==> src/verilog/dmx_pkg.sv <==
// constants and types for the dual mii port crossbar
`default_nettype none
package dmx_pkg;
	// register indices; byte address is four times the index
	localparam logic [7:0] IDX_BCR_A = 8'h00;
	localparam logic [7:0] IDX_MAP_A = 8'h17;
	localparam logic [7:0] IDX_CHAN_STRIDE = 8'h20;
	localparam logic [7:0] IDX_STATUS = 8'h40;
	localparam int BYTE_SHIFT = 2;

	// basic_control_reg fields
	localparam int BCR_SPEED_BIT = 13;
	localparam int BCR_AUTONEG_BIT = 12;
	localparam int BCR_ISOLATE_BIT = 10;
	localparam int BCR_DUPLEX_BIT = 8;
	localparam logic [15:0] BCR_MASK = 16'h3500;
	localparam logic [15:0] BCR_RESET = 16'h0000;

	// port_map_bypass_control fields
	localparam int MAP_RX_LO = 11;
	localparam int MAP_TX_LO = 9;
	localparam int MAP_SCRX_BIT = 7;
	localparam int MAP_SCTX_BIT = 6;
	localparam int MAP_RMII_BIT = 5;
	localparam int MAP_THR_LO = 0;
	localparam logic [15:0] MAP_MASK = 16'h1ee3;
	localparam logic [15:0] MAP_RESET = 16'h0001;
	localparam logic [3:0] MAP_EXTENDER = 4'he;
	localparam logic [3:0] MAP_PORT_OFF = 4'hf;

	// transmit source field
	typedef enum logic [1:0] {
		TXSRC_OWN = 2'b00,
		TXSRC_OPP = 2'b01,
		TXSRC_RXPATH = 2'b10,
		TXSRC_OFF = 2'b11
	} dmx_txsrc_e;

	// receive destination field
	typedef enum logic [1:0] {
		RXDST_OWN = 2'b00,
		RXDST_OPP = 2'b01,
		RXDST_BOTH = 2'b10,
		RXDST_OFF = 2'b11
	} dmx_rxdst_e;

	// which channel feeds a port's receive outputs
	typedef enum logic [1:0] {
		RXSEL_OWN = 2'b00,
		RXSEL_OTHER = 2'b01,
		RXSEL_NONE = 2'b10
	} dmx_rxsel_e;

	typedef enum logic {
		ST_STRAP = 1'b0,
		ST_RUN = 1'b1
	} dmx_state_e;

	typedef enum logic [2:0] {
		REG_BCR_A = 3'h0,
		REG_MAP_A = 3'h1,
		REG_BCR_B = 3'h2,
		REG_MAP_B = 3'h3,
		REG_STATUS = 3'h4,
		REG_NONE = 3'h7
	} dmx_reg_e;

	typedef struct packed {
		logic [3:0] txd;
		logic tx_en;
	} dmx_tx_s;

	typedef struct packed {
		logic [3:0] rxd;
		logic rx_dv;
		logic rx_er;
		logic crs;
	} dmx_rx_s;
endpackage : dmx_pkg
`default_nettype wire

==> src/verilog/dmx_rx_port_sel.sv <==
// receive source selection for one mii port
`default_nettype none
module dmx_rx_port_sel (
	input wire logic [1:0] own_dest,
	input wire logic [1:0] other_dest,
	input wire logic own_map_off,
	input wire dmx_pkg::dmx_rx_s own_rx,
	input wire dmx_pkg::dmx_rx_s other_rx,
	output dmx_pkg::dmx_rx_s port_rx,
	output dmx_pkg::dmx_rxsel_e sel
);
	import dmx_pkg::*;

	logic other_wants;

	// other channel reaches this port with opposite or both
	assign other_wants = (other_dest == RXDST_OPP) || (other_dest == RXDST_BOTH);

	always_comb begin
		sel = RXSEL_NONE;
		if (own_map_off) begin
			sel = RXSEL_NONE; // RL6
		end else begin
			case (own_dest)
				RXDST_OWN: sel = RXSEL_OWN; // RL23
				RXDST_BOTH: sel = (other_dest == RXDST_OPP) ? RXSEL_OTHER : RXSEL_OWN; // RL24
				RXDST_OPP: begin
					if (other_wants) begin
						sel = RXSEL_OTHER; // RL24
					end else if (other_dest == RXDST_OWN) begin
						sel = RXSEL_OWN;
					end else begin
						sel = RXSEL_NONE;
					end
				end
				RXDST_OFF: sel = other_wants ? RXSEL_OTHER : RXSEL_NONE; // RL24
				default: sel = RXSEL_NONE;
			endcase
		end
	end

	always_comb begin
		case (sel)
			RXSEL_OWN: port_rx = own_rx;
			RXSEL_OTHER: port_rx = other_rx;
			default: port_rx = '0;
		endcase
	end
endmodule : dmx_rx_port_sel
`default_nettype wire

==> src/verilog/dmx_crossbar.sv <==
// dual mii port crossbar with apb registers and strap loading
// Operation
// RL1 - transmit source: own, opposite, other rx, off
// RL2 - 0101 on both swaps the ports
// RL3 - 1110 on both loops rx into tx
// RL4 - 00/01 tx fields broadcast one port
// RL5 - 10/11 rx fields mirror one channel
// RL6 - map field 1111 disables own port
// RL7 - extender strap configures both channels itself
// RL8 - extender without rmii strap selects single clock
// RL9 - strap variants: copper, fiber, media converter
// RL10 - far side keeps speeds, duplex, clocking equal
// RL11 - far side sets single clock per path
// RL12 - far side: media conversion only 100Mb
// RL13 - far side: broadcast needs matching clocking
// RL14 - shared single clock tx: collision jams both
// RL15 - far side: rmii set on both together
// RL16 - far side: no serial mode when sharing
// RL17 - carrier sense follows tx or rx map
// RL18 - output enables stay with own channel
// RL19 - far side: energy detect off when remapped
// RL20 - indicators report own channel only
// RL21 - each strap configures its own channel
// RL22 - port isolate from own channel's control
// RL23 - receive destination: own, opposite, both, none
// RL24 - port owner yields only when routed away; code also yields when own is both and other is opposite
// RL25 - disabled tx source holds tx enable low
`default_nettype none
module dmx_crossbar #(
	parameter int ADDR_W = 12
) (
	input wire logic pclk,
	input wire logic presetn,
	input wire logic psel,
	input wire logic penable,
	input wire logic pwrite,
	input wire logic [ADDR_W-1:0] paddr,
	input wire logic [31:0] pwdata,
	output logic [31:0] prdata,
	output logic pready,
	output logic pslverr,
	input wire logic extender_strap,
	input wire logic [1:0] rmii_strap,
	input wire logic [1:0] autoneg_strap,
	input wire logic [1:0] autoneg_select_strap_0,
	input wire logic [1:0] autoneg_select_strap_1,
	input wire logic [1:0] optical_mode_strap,
	input wire dmx_pkg::dmx_tx_s [1:0] mac_tx,
	output dmx_pkg::dmx_rx_s [1:0] port_rx,
	output logic [1:0] port_col,
	output logic [1:0] port_oe,
	input wire dmx_pkg::dmx_rx_s [1:0] chan_rx,
	input wire logic [1:0] chan_crs_tx,
	input wire logic [1:0] chan_col,
	input wire logic [1:0] chan_energy_off,
	output dmx_pkg::dmx_tx_s [1:0] chan_tx,
	output logic [1:0] chan_jam,
	output logic [1:0] chan_autoneg_en,
	output logic [1:0] chan_speed_100,
	output logic [1:0] chan_full_duplex,
	output logic [1:0] chan_fiber_en,
	output logic [1:0] chan_rmii_en,
	output logic [1:0] single_clock_rx_enable,
	output logic [1:0] single_clock_tx_enable,
	output logic [3:0] chan_elastic_threshold,
	input wire logic [1:0] chan_link,
	input wire logic [1:0] chan_speed,
	input wire logic [1:0] chan_activity,
	output logic link_indicator_chan_a,
	output logic link_indicator_chan_b,
	output logic [1:0] speed_indicator,
	output logic [1:0] activity_indicator
);
	import dmx_pkg::*;

	initial begin
		if (ADDR_W < 10 || ADDR_W > 32) begin
			$error("ADDR_W must be 10 to 32");
		end
	end

	dmx_state_e state;
	logic [15:0] bcr [2];
	logic [15:0] map [2];
	logic ext_latched;
	logic [1:0] rmii_latched;
	logic [1:0] fiber_latched;
	dmx_rxsel_e rx_sel [2];
	dmx_rx_s next_port_rx [2];
	dmx_reg_e acc_reg;
	logic wr_go;
	logic tx_shared;
	logic [15:0] next_rdata;

	// maps a byte address onto a register
	function automatic dmx_reg_e reg_of(input logic [ADDR_W-1:0] a);
		logic [7:0] idx;
		idx = a[BYTE_SHIFT +: 8];
		reg_of = REG_NONE;
		if (a[BYTE_SHIFT-1:0] == '0 && (a >> (BYTE_SHIFT + 8)) == '0) begin
			if (idx == IDX_BCR_A) reg_of = REG_BCR_A;
			else if (idx == IDX_MAP_A) reg_of = REG_MAP_A;
			else if (idx == IDX_BCR_A + IDX_CHAN_STRIDE) reg_of = REG_BCR_B;
			else if (idx == IDX_MAP_A + IDX_CHAN_STRIDE) reg_of = REG_MAP_B;
			else if (idx == IDX_STATUS) reg_of = REG_STATUS;
		end
	endfunction : reg_of

	// true when channel c transmits from mii port p
	function automatic logic uses_port(input logic [1:0] src, input int c, input int p);
		uses_port = (c == p) ? (src == TXSRC_OWN) : (src == TXSRC_OPP);
	endfunction : uses_port

	assign acc_reg = reg_of(paddr);
	assign wr_go = psel & penable & pready & pwrite & (acc_reg != REG_NONE) & (acc_reg != REG_STATUS);
	// both channels fed from one mac port
	assign tx_shared = (map[0][MAP_TX_LO +: 2] == TXSRC_OWN && map[1][MAP_TX_LO +: 2] == TXSRC_OPP) ||
		(map[0][MAP_TX_LO +: 2] == TXSRC_OPP && map[1][MAP_TX_LO +: 2] == TXSRC_OWN);

	// straps are caught on the first edge after reset release
	always_ff @(posedge pclk or negedge presetn) begin
		if (!presetn) begin
			state <= ST_STRAP;
			ext_latched <= 1'b0;
			rmii_latched <= 2'b00;
			fiber_latched <= 2'b00;
		end else if (state == ST_STRAP) begin
			state <= ST_RUN;
			ext_latched <= extender_strap;
			rmii_latched <= rmii_strap; // RL21
			fiber_latched <= optical_mode_strap; // RL21
		end
	end

	generate
		for (genvar c = 0; c < 2; c++) begin : g_chan
			localparam int O = 1 - c;
			logic [1:0] src;
			logic [15:0] strap_bcr;
			logic [15:0] strap_map;

			assign src = map[c][MAP_TX_LO +: 2];

			// per-channel strap defaults
			always_comb begin
				strap_bcr = BCR_RESET;
				if (optical_mode_strap[c]) begin
					strap_bcr[BCR_SPEED_BIT] = 1'b1; // RL9
					strap_bcr[BCR_DUPLEX_BIT] = 1'b1;
				end else if (autoneg_strap[c]) begin
					strap_bcr[BCR_AUTONEG_BIT] = 1'b1;
				end else begin
					strap_bcr[BCR_SPEED_BIT] = autoneg_select_strap_0[c]; // RL9
					strap_bcr[BCR_DUPLEX_BIT] = autoneg_select_strap_1[c]; // RL9
				end
				strap_map = MAP_RESET;
				strap_map[MAP_RMII_BIT] = rmii_strap[c];
				if (extender_strap) begin
					strap_map[MAP_TX_LO +: 4] = MAP_EXTENDER; // RL7
					strap_map[MAP_SCRX_BIT] = ~rmii_strap[c]; // RL8
					strap_map[MAP_SCTX_BIT] = ~rmii_strap[c]; // RL8
				end
			end

			always_ff @(posedge pclk or negedge presetn) begin
				if (!presetn) begin
					bcr[c] <= BCR_RESET;
				end else if (state == ST_STRAP) begin
					bcr[c] <= strap_bcr;
				end else if (wr_go && acc_reg == (c == 0 ? REG_BCR_A : REG_BCR_B)) begin
					bcr[c] <= pwdata[15:0] & BCR_MASK;
				end
			end

			always_ff @(posedge pclk or negedge presetn) begin
				if (!presetn) begin
					map[c] <= MAP_RESET;
				end else if (state == ST_STRAP) begin
					map[c] <= strap_map; // RL7
				end else if (wr_go && acc_reg == (c == 0 ? REG_MAP_A : REG_MAP_B)) begin
					map[c] <= pwdata[15:0] & MAP_MASK;
				end
			end

			// transmit path of channel c
			always_ff @(posedge pclk or negedge presetn) begin
				if (!presetn) begin
					chan_tx[c] <= '0;
				end else begin
					case (src)
						TXSRC_OWN: chan_tx[c] <= mac_tx[c]; // RL1
						TXSRC_OPP: chan_tx[c] <= mac_tx[O]; // RL4
						TXSRC_RXPATH: chan_tx[c] <= {chan_rx[O].rxd, chan_rx[O].rx_dv}; // RL3
						default: chan_tx[c] <= '0; // RL25
					endcase
				end
			end

			always_ff @(posedge pclk or negedge presetn) begin
				if (!presetn) begin
					chan_jam[c] <= 1'b0;
				end else begin
					chan_jam[c] <= tx_shared & map[c][MAP_SCTX_BIT] & (|chan_col); // RL14
				end
			end

			dmx_rx_port_sel u_sel (
				.own_dest(map[c][MAP_RX_LO +: 2]),
				.other_dest(map[O][MAP_RX_LO +: 2]),
				.own_map_off(map[c][MAP_TX_LO +: 4] == MAP_PORT_OFF),
				.own_rx(chan_rx[c]),
				.other_rx(chan_rx[O]),
				.port_rx(next_port_rx[c]),
				.sel(rx_sel[c])
			);

			// receive outputs, carrier sense and collision of mii port c
			always_ff @(posedge pclk or negedge presetn) begin
				if (!presetn) begin
					port_rx[c] <= '0;
					port_col[c] <= 1'b0;
				end else begin
					port_rx[c] <= next_port_rx[c]; // RL2 RL5
					if (!map[c][MAP_RMII_BIT]) begin
						port_rx[c].crs <= (uses_port(map[c][MAP_TX_LO +: 2], c, c) & chan_crs_tx[c]) |
							(uses_port(map[O][MAP_TX_LO +: 2], O, c) & chan_crs_tx[O]); // RL17
					end
					port_col[c] <= (uses_port(map[c][MAP_TX_LO +: 2], c, c) & chan_col[c]) |
						(uses_port(map[O][MAP_TX_LO +: 2], O, c) & chan_col[O]);
				end
			end

			// enables and indicators never follow the mapping
			always_ff @(posedge pclk or negedge presetn) begin
				if (!presetn) begin
					port_oe[c] <= 1'b0;
					speed_indicator[c] <= 1'b0;
					activity_indicator[c] <= 1'b0;
				end else begin
					port_oe[c] <= ~chan_energy_off[c] & ~bcr[c][BCR_ISOLATE_BIT]; // RL18 RL22
					speed_indicator[c] <= chan_speed[c]; // RL20
					activity_indicator[c] <= chan_activity[c]; // RL20
				end
			end

			// channel configuration outputs
			always_ff @(posedge pclk or negedge presetn) begin
				if (!presetn) begin
					chan_autoneg_en[c] <= 1'b0;
					chan_speed_100[c] <= 1'b0;
					chan_full_duplex[c] <= 1'b0;
					chan_fiber_en[c] <= 1'b0;
					chan_rmii_en[c] <= 1'b0;
					single_clock_rx_enable[c] <= 1'b0;
					single_clock_tx_enable[c] <= 1'b0;
					chan_elastic_threshold[2*c +: 2] <= 2'b00;
				end else begin
					chan_autoneg_en[c] <= bcr[c][BCR_AUTONEG_BIT];
					chan_speed_100[c] <= bcr[c][BCR_SPEED_BIT];
					chan_full_duplex[c] <= bcr[c][BCR_DUPLEX_BIT];
					chan_fiber_en[c] <= fiber_latched[c]; // RL9
					chan_rmii_en[c] <= map[c][MAP_RMII_BIT];
					single_clock_rx_enable[c] <= map[c][MAP_SCRX_BIT];
					single_clock_tx_enable[c] <= map[c][MAP_SCTX_BIT];
					chan_elastic_threshold[2*c +: 2] <= map[c][MAP_THR_LO +: 2];
				end
			end
		end
	endgenerate

	always_ff @(posedge pclk or negedge presetn) begin
		if (!presetn) begin
			link_indicator_chan_a <= 1'b0;
			link_indicator_chan_b <= 1'b0;
		end else begin
			link_indicator_chan_a <= chan_link[0]; // RL20
			link_indicator_chan_b <= chan_link[1]; // RL20
		end
	end

	// read data for the addressed register
	always_comb begin
		case (acc_reg)
			REG_BCR_A: next_rdata = bcr[0];
			REG_MAP_A: next_rdata = map[0];
			REG_BCR_B: next_rdata = bcr[1];
			REG_MAP_B: next_rdata = map[1];
			REG_STATUS: next_rdata = {5'h00, chan_jam, rx_sel[1], rx_sel[0], rmii_latched, fiber_latched,
				ext_latched};
			default: next_rdata = 16'h0000;
		endcase
	end

	// apb answer one cycle into the access phase, once straps are in
	always_ff @(posedge pclk or negedge presetn) begin
		if (!presetn) begin
			pready <= 1'b0;
			pslverr <= 1'b0;
			prdata <= 32'h0000_0000;
		end else begin
			pready <= psel & penable & ~pready & (state == ST_RUN);
			if (psel && penable && !pready && state == ST_RUN) begin
				pslverr <= (acc_reg == REG_NONE) || (pwrite && acc_reg == REG_STATUS);
				prdata <= pwrite ? 32'h0000_0000 : {16'h0000, next_rdata};
			end else begin
				pslverr <= 1'b0;
			end
		end
	end
endmodule : dmx_crossbar
`default_nettype wire

==> config.mk <==
export PLATFORM = sky130hd
export DESIGN_NAME = dmx_crossbar
export DESIGN_NICKNAME = d
export VERILOG_FILES = /design/src/verilog/dmx_pkg.sv /design/src/verilog/dmx_rx_port_sel.sv /design/src/verilog/dmx_crossbar.sv
export SDC_FILE = /design/constraint.sdc
export NUM_CORES = 1
export LEC_CHECK = 0
export BUFFER_PORTS_ARGS = -buffer_cell sky130_fd_sc_hd__buf_4
export CORE_MARGIN = 4
export CORE_UTILIZATION = 42
export DETAILED_ROUTE_END_ITERATION = 8
export PLACE_DENSITY = 0.7
export SLEW_MARGIN = 5
export SYNTH_ARGS = -nofsm -noshare
export SYNTH_HDL_FRONTEND = slang
export SYNTH_HIERARCHICAL = 1
export SYNTH_SLANG_ARGS = --single-unit
==> constraint.sdc <==
create_clock -name pclk -period 2.6 [get_ports pclk]
set_input_delay 0.39 -clock pclk [delete_from_list [all_inputs] [get_ports pclk]]
set_output_delay 0.39 -clock pclk [all_outputs]
set_load 0.05 [all_outputs]
Word-level counts from Yosys, hierarchy flattened
Cells that the tools add are included.
Widths: inputs -> output; s select.
- eq/ne operators: 29
- mux-type cells: 50
- bitwise operators: 32
- reductions and logical operators: 27
- operators by type and width (operator ; number):
    $mux 16 ; 9
    $pmux 16 s5 ; 1
    $pmux 5 s3 ; 2
    $pmux 7 s2 ; 2
    $mux 2 ; 11
    $and 1x1->1 ; 21
    $mux 1 ; 17
    $eq 8x6->1 const B ; 2
    $pmux 2 s4 ; 2
    $mux 3 ; 5
    $logic_not 2->1 ; 7
    $eq 2x1->1 const B ; 6
    $eq 2x2->1 const B ; 6
    $logic_not 12->1 ; 1
    $logic_and 1x1->1 ; 11
    $eq 4x4->1 const B ; 2
    $eq 8x5->1 const B ; 1
    $eq 8x7->1 const B ; 1
    $logic_not 8->1 ; 1
    $ne 2x1->1 const B ; 4
    $not 1->1 ; 7
    $eq 3x2->1 const B ; 2
    $eq 3x3->1 const B ; 2
    $ne 3x3->1 const B ; 2
    7 further kinds ; 13
- register bits: 158
- input port bits: 96
- output and inout bits: 88
- logic and storage cells: 189

Longest topological paths before layout
- depth in word-level cells: 13
- mapped depth: 9
- gate-level depth less buffers: 7

By module
Netlist, hierarchy kept.
- modules (own cells, without submodules) (module ; instances ; cells an instance ; area each (sq um) ; seq. area each (sq um)):
    dmx_crossbar ; 1 ; 370 ; 4259.1 ; 2555.0
    dmx_rx_port_sel ; 2 ; 37 ; 251.5 ; 0.0

Worst setup path after synthesis
Ideal clock, no wire load.
- path type: flip-flop to flip-flop
- from: reg map, in the netlist g_chan[1].src[1]
- to: reg port_rx[7] in the netlist's numbering
- library setup time: 0.127 ns
- data arrival time: 1.785 ns
- data required time: 2.473 ns
- slack: 0.688 ns
- stages on the path, launching flop included: 10
- buffers on the path: 2
- period minus slack after synthesis: 1.912 ns
- path through: dfrtp_1 > clkbuf_1 > inv_1 > nor3_1 > buf_2 > a211oi_2 > nor2_2 > o32ai_1 > nand2_1 > o21ai_0
- RTL lines (item ; RTL line ; RTL):
    start, declared ; dmx_crossbar.sv:84 ; logic [15:0] map [2];
    start signal, assigned by index ; dmx_crossbar.sv:179 ; map[c] <= strap_map;
    start signal, assigned by index ; dmx_crossbar.sv:181 ; map[c] <= pwdata[15:0] & MAP_MASK;
    end signal, assigned by index ; dmx_crossbar.sv:223 ; port_rx[c] <= next_port_rx[c];
    end, declared ; dmx_crossbar.sv:49 ; output dmx_pkg::dmx_rx_s [1:0] port_rx,

Worst setup path in the final report
- from: in paddr[3]
- to: reg map[27] in the netlist's numbering
- word-level cells in the longest chain between the ends: 12
- elaborated cells on any way between the ends: 18
- classes of those cells: eq/ne: 8; mux: 6; bitwise: 2; reduce/logical: 2
- ends and longest elaborated chain (item ; RTL line ; RTL):
    start, declared ; dmx_crossbar.sv:37 ; input wire logic [ADDR_W-1:0] paddr,
    $eq 8x7->1 ; dmx_crossbar.sv:105 ; else if (idx == IDX_STATUS) reg_of = REG_STATUS;
    $mux 2 ; dmx_crossbar.sv:105 ;
    $mux 3 ; dmx_crossbar.sv:104 ; else if (idx == IDX_MAP_A + IDX_CHAN_STRIDE) reg_of = REG_MAP_B;
    $mux 3 ; dmx_crossbar.sv:103 ; else if (idx == IDX_BCR_A + IDX_CHAN_STRIDE) reg_of = REG_BCR_B;
    $mux 3 ; dmx_crossbar.sv:102 ; else if (idx == IDX_MAP_A) reg_of = REG_MAP_A;
    $mux 3 * ; dmx_crossbar.sv:101 ; if (idx == IDX_BCR_A) reg_of = REG_BCR_A;
    $mux 3 * ; dmx_crossbar.sv:100 ; if (a[BYTE_SHIFT-1:0] == '0 && (a >> (BYTE_SHIFT + 8)) == '0) begin
    $ne 3x3->1 ; dmx_crossbar.sv:115 ; assign wr_go = psel & penable & pready & pwrite & (acc_reg != REG_NONE) & (acc_reg != REG_STATUS);
    $and 1x1->1 (2 in a row) ; dmx_crossbar.sv:115 ;
    $logic_and 1x1->1 * ; dmx_crossbar.sv:180 ; end else if (wr_go && acc_reg == (c == 0 ? REG_MAP_A : REG_MAP_B)) begin
    $ne 2x1->1 (no line) * ; - ;
Mark *: on every way between the ends. The rest lies on a longest branch, timed or not.
A chain may end at the register's enable or synchronous reset.

==> flow_summary.ini <==
[status]
status = completed

[detailed_routing]
wl_per_cell_um = 17.7
dr.pass1.iters = 5
drc = 0
vias_per_cell = 5.27
first_iter_violations = 255
num_vias = 3894
drt-total-wl_um = 13000
postRouteAntennaNets = 0

[synth]
netlist_instances = 444
synth_xor_area_share_pct = 0.184
syn_area_per_cell_sq_um = 10.7
synth_top_family_by_area = simple AND/OR/NAND/NOR gates
synth_compound_area_share_pct = 13.1
synth_top_area_share_pct = 52.5
synth_edf_count = 0
synth_top_cell_by_area = dfrtp_1
mappedNetlistArea_sq_um = 4760
async_reset_ff_share_pct = 100
yosys_warnings = 6
synth-seq-cells = 102
ys_seq_area_share_pct = 53.7
synth-simple-area-share_pct = 14.0
synthTopCellsByArea = dfrtp_1 (53%), mux2i_1 (8.8%), nand2_1 (3.7%)
synthDistinctLibCells = 56
post_synth_fa_ha_maj_area_fraction_pct = 1.05
ys.flop_type = dfrtp_1
muxShareOfSynthArea_pct = 10.2

[global_routing]
grt_max_degree = 48
grt-ovfl-total = 0
antenna_found_initial = 0
track_usage_pct = 20.0
first_global_vias = 3878
grt_pass1_wl_um = 20300

[cells_and_area]
layout.nets = 694
final_common_cell = buf_4
drive_gt1_share_pct = 33.6
nFillCells = 954
area_delta_synth_final_pct = 31.5
layout_common_cells = buf_4 (155), dfrtp_1 (100), nand2_1 (47)
num_antenna_cells = 0

[critical_path]
crit_path_end = map[27]$_DFFE_PN0P_
critPathMaxStageDelay_ns = 0.70
path_cells = buf_4, nor4_4, a32oi_2, or3_1, mux2i_1, a21oi_1
cpMaxStageDelayCell = or3_1
worstSetupStartpoint = paddr[3]
critPathTopFamily = simple AND/OR/NAND/NOR gates
reg2reg_depth = 7
end_kind = register
r2r_slack_ns = 0.60
rr_endpoint = port_rx[7]$_DFF_PN0_
crit_type = input pin to register
crit_cells = 6
arrival_ns = 2.20
crit_required_ns = 2.80
path_max_fanout = 10
r2r_start = g_chan[1].src[0]$_DFFE_PN0P_
path_buf_inv = 1
cp-start-kind = input pin

[cts]
post_cts_buffers = 0
clkLatencyLatePin_ns = 0.35
clock_path_buffers = 2
clock_sinks = 102
cts.htree.levels = 3
cts.hold.buffers_added = 0
cts_tree = yes
root_buffer = clkbuf_16
path_clk_slew_ns = 0.07
numCtsBuffers = 9
post_cts_resized = 0

[sta]
fin_worst_skew_ns = 0.0118
setup_viol = 0
hold_viol = 0
worst_pin_slew_ns = 0.623
slew_viol_final = 0
fmax_ghz = 0.501
setup_slack_ns = 0.605
post-route-min-period_ns = 2.00
min_period_over_period_pct = 76.7
fin_setup_tns_ns = 0
grt_setup_unrepaired = false
slew_headroom_pct = 58.4

[place]
io_buffers = 144
hpwl_um = 9580
pre_cts_slack_ns = 0.243
gp_congestion = 0.807

[floorplan]
ios = 184
chipWidth_um = 114
fp.dieH_um = 114
die_area_sq_um = 13100
start_util_pct = 43.4
rows = 38
core_sq_um = 11000

[pwr]
swShare_pct = 32.8
power.switching_w = 0.00130
clock_power_share_pct = 32.6
intPower_w = 0.00265
leakagePower_nw = 3.25
p_comb_share_pct = 22.7
vdd_drop_max_mv = 0.362
total_power_w = 0.00395
p_seq_share_pct = 44.7
power.density_nw_per_um2 = 631

[hold_path]
holdCritPathClass = input pin to asynchronous set/reset pin

[job]
cap_violations = 0
-- routing by layer --
| metal | routed length [um] | global-route usage (%) | up-vias |
|---|---|---|---|
| met5 | 0 | 0 | - |
| met4 | 237 | 7.28 | 0 |
| met3 | 1020 | 3.38 | 16 |
| met2 | 6310 | 32.2 | 179 |
| met1 | 5480 | 27.1 | 1887 |
| li1 | - | - | 1812 |
-- how the worst min path moves through the flow --
stage	end	slack (ns)
floorplan	activity_indicator[0]$_DFF_PN0_	0.09
global placement	chan_fiber_en[0]$_DFF_PN0_	0.39
detailed placement	chan_elastic_threshold[1]$_DFF_PN0_	0.39
CTS	speed_indicator[1]$_DFF_PN0_	0.07
global route	speed_indicator[1]$_DFF_PN0_	0.11
finish	speed_indicator[1]$_DFF_PN0_	0.05
-- power groups by stage --
stage                     sequential (W)  combinational, W  clock (W)
after floorplan                  0.00206          0.000290          0
after global routing             0.00178          0.000945    0.00137
after CTS                        0.00177          0.000898    0.00131
after global placement           0.00180          0.000884          0
after detailed placement         0.00180          0.000896          0
final                            0.00177          0.000896    0.00129
-- state kept, by name, indices dropped and copies added, names as in the netlist, 4 cells and up --
register and flops:
bcr 8, chan_elastic_threshold 4, chan_tx 10, g_chan.src 4, map 14, port_rx 14, prdata 14
-- area by class of cell --
class                   instances  area, sq um  share of cell area [%]
clock inverters                 7         53.8                   0.859
flip-flops and latches        102         2550                    40.8
clock buffers                   9          225                    3.60
well taps                     140          175                    2.80
repair buffers                156         1180                    18.9
inverters                      40          150                    2.40
multi-input cells             285         1920                    30.6
-- Yosys cell counts (6+ instances only) --
master	number
a21oi_1	26
buf_4	18
clkbuf_1	9
dfrtp_1	100
inv_1	40
mux2_2	6
mux2i_1	42
nand2_1	47
nand3_1	12
nor2_1	23
o21ai_0	15
o21ai_1	8
o32ai_1	15
-- through the flow --
stage               instance area, sq um  cells  hold WS [ns]  utilization (%)
floorplan                           4830    461        0.0944                -
global placement                    5980    723         0.386             54.5
detailed placement                  5980    723         0.393             54.5
CTS                                 6260    739        0.0728             57.0
global route                        6260    739         0.108             57.0
finish                              6260    739        0.0545             57.0
-- cells by family after synthesis --
family | Yosys count
AO/OA/AOI/OAI | 91
XOR/XNOR | 1
adder cells (fa/ha/maj) | 4
buffers and inverters | 74
flip-flops | 102
multiplexers | 48
other | 2
AND/OR/NAND/NOR | 122
Power figures use the tool's default switching activity.
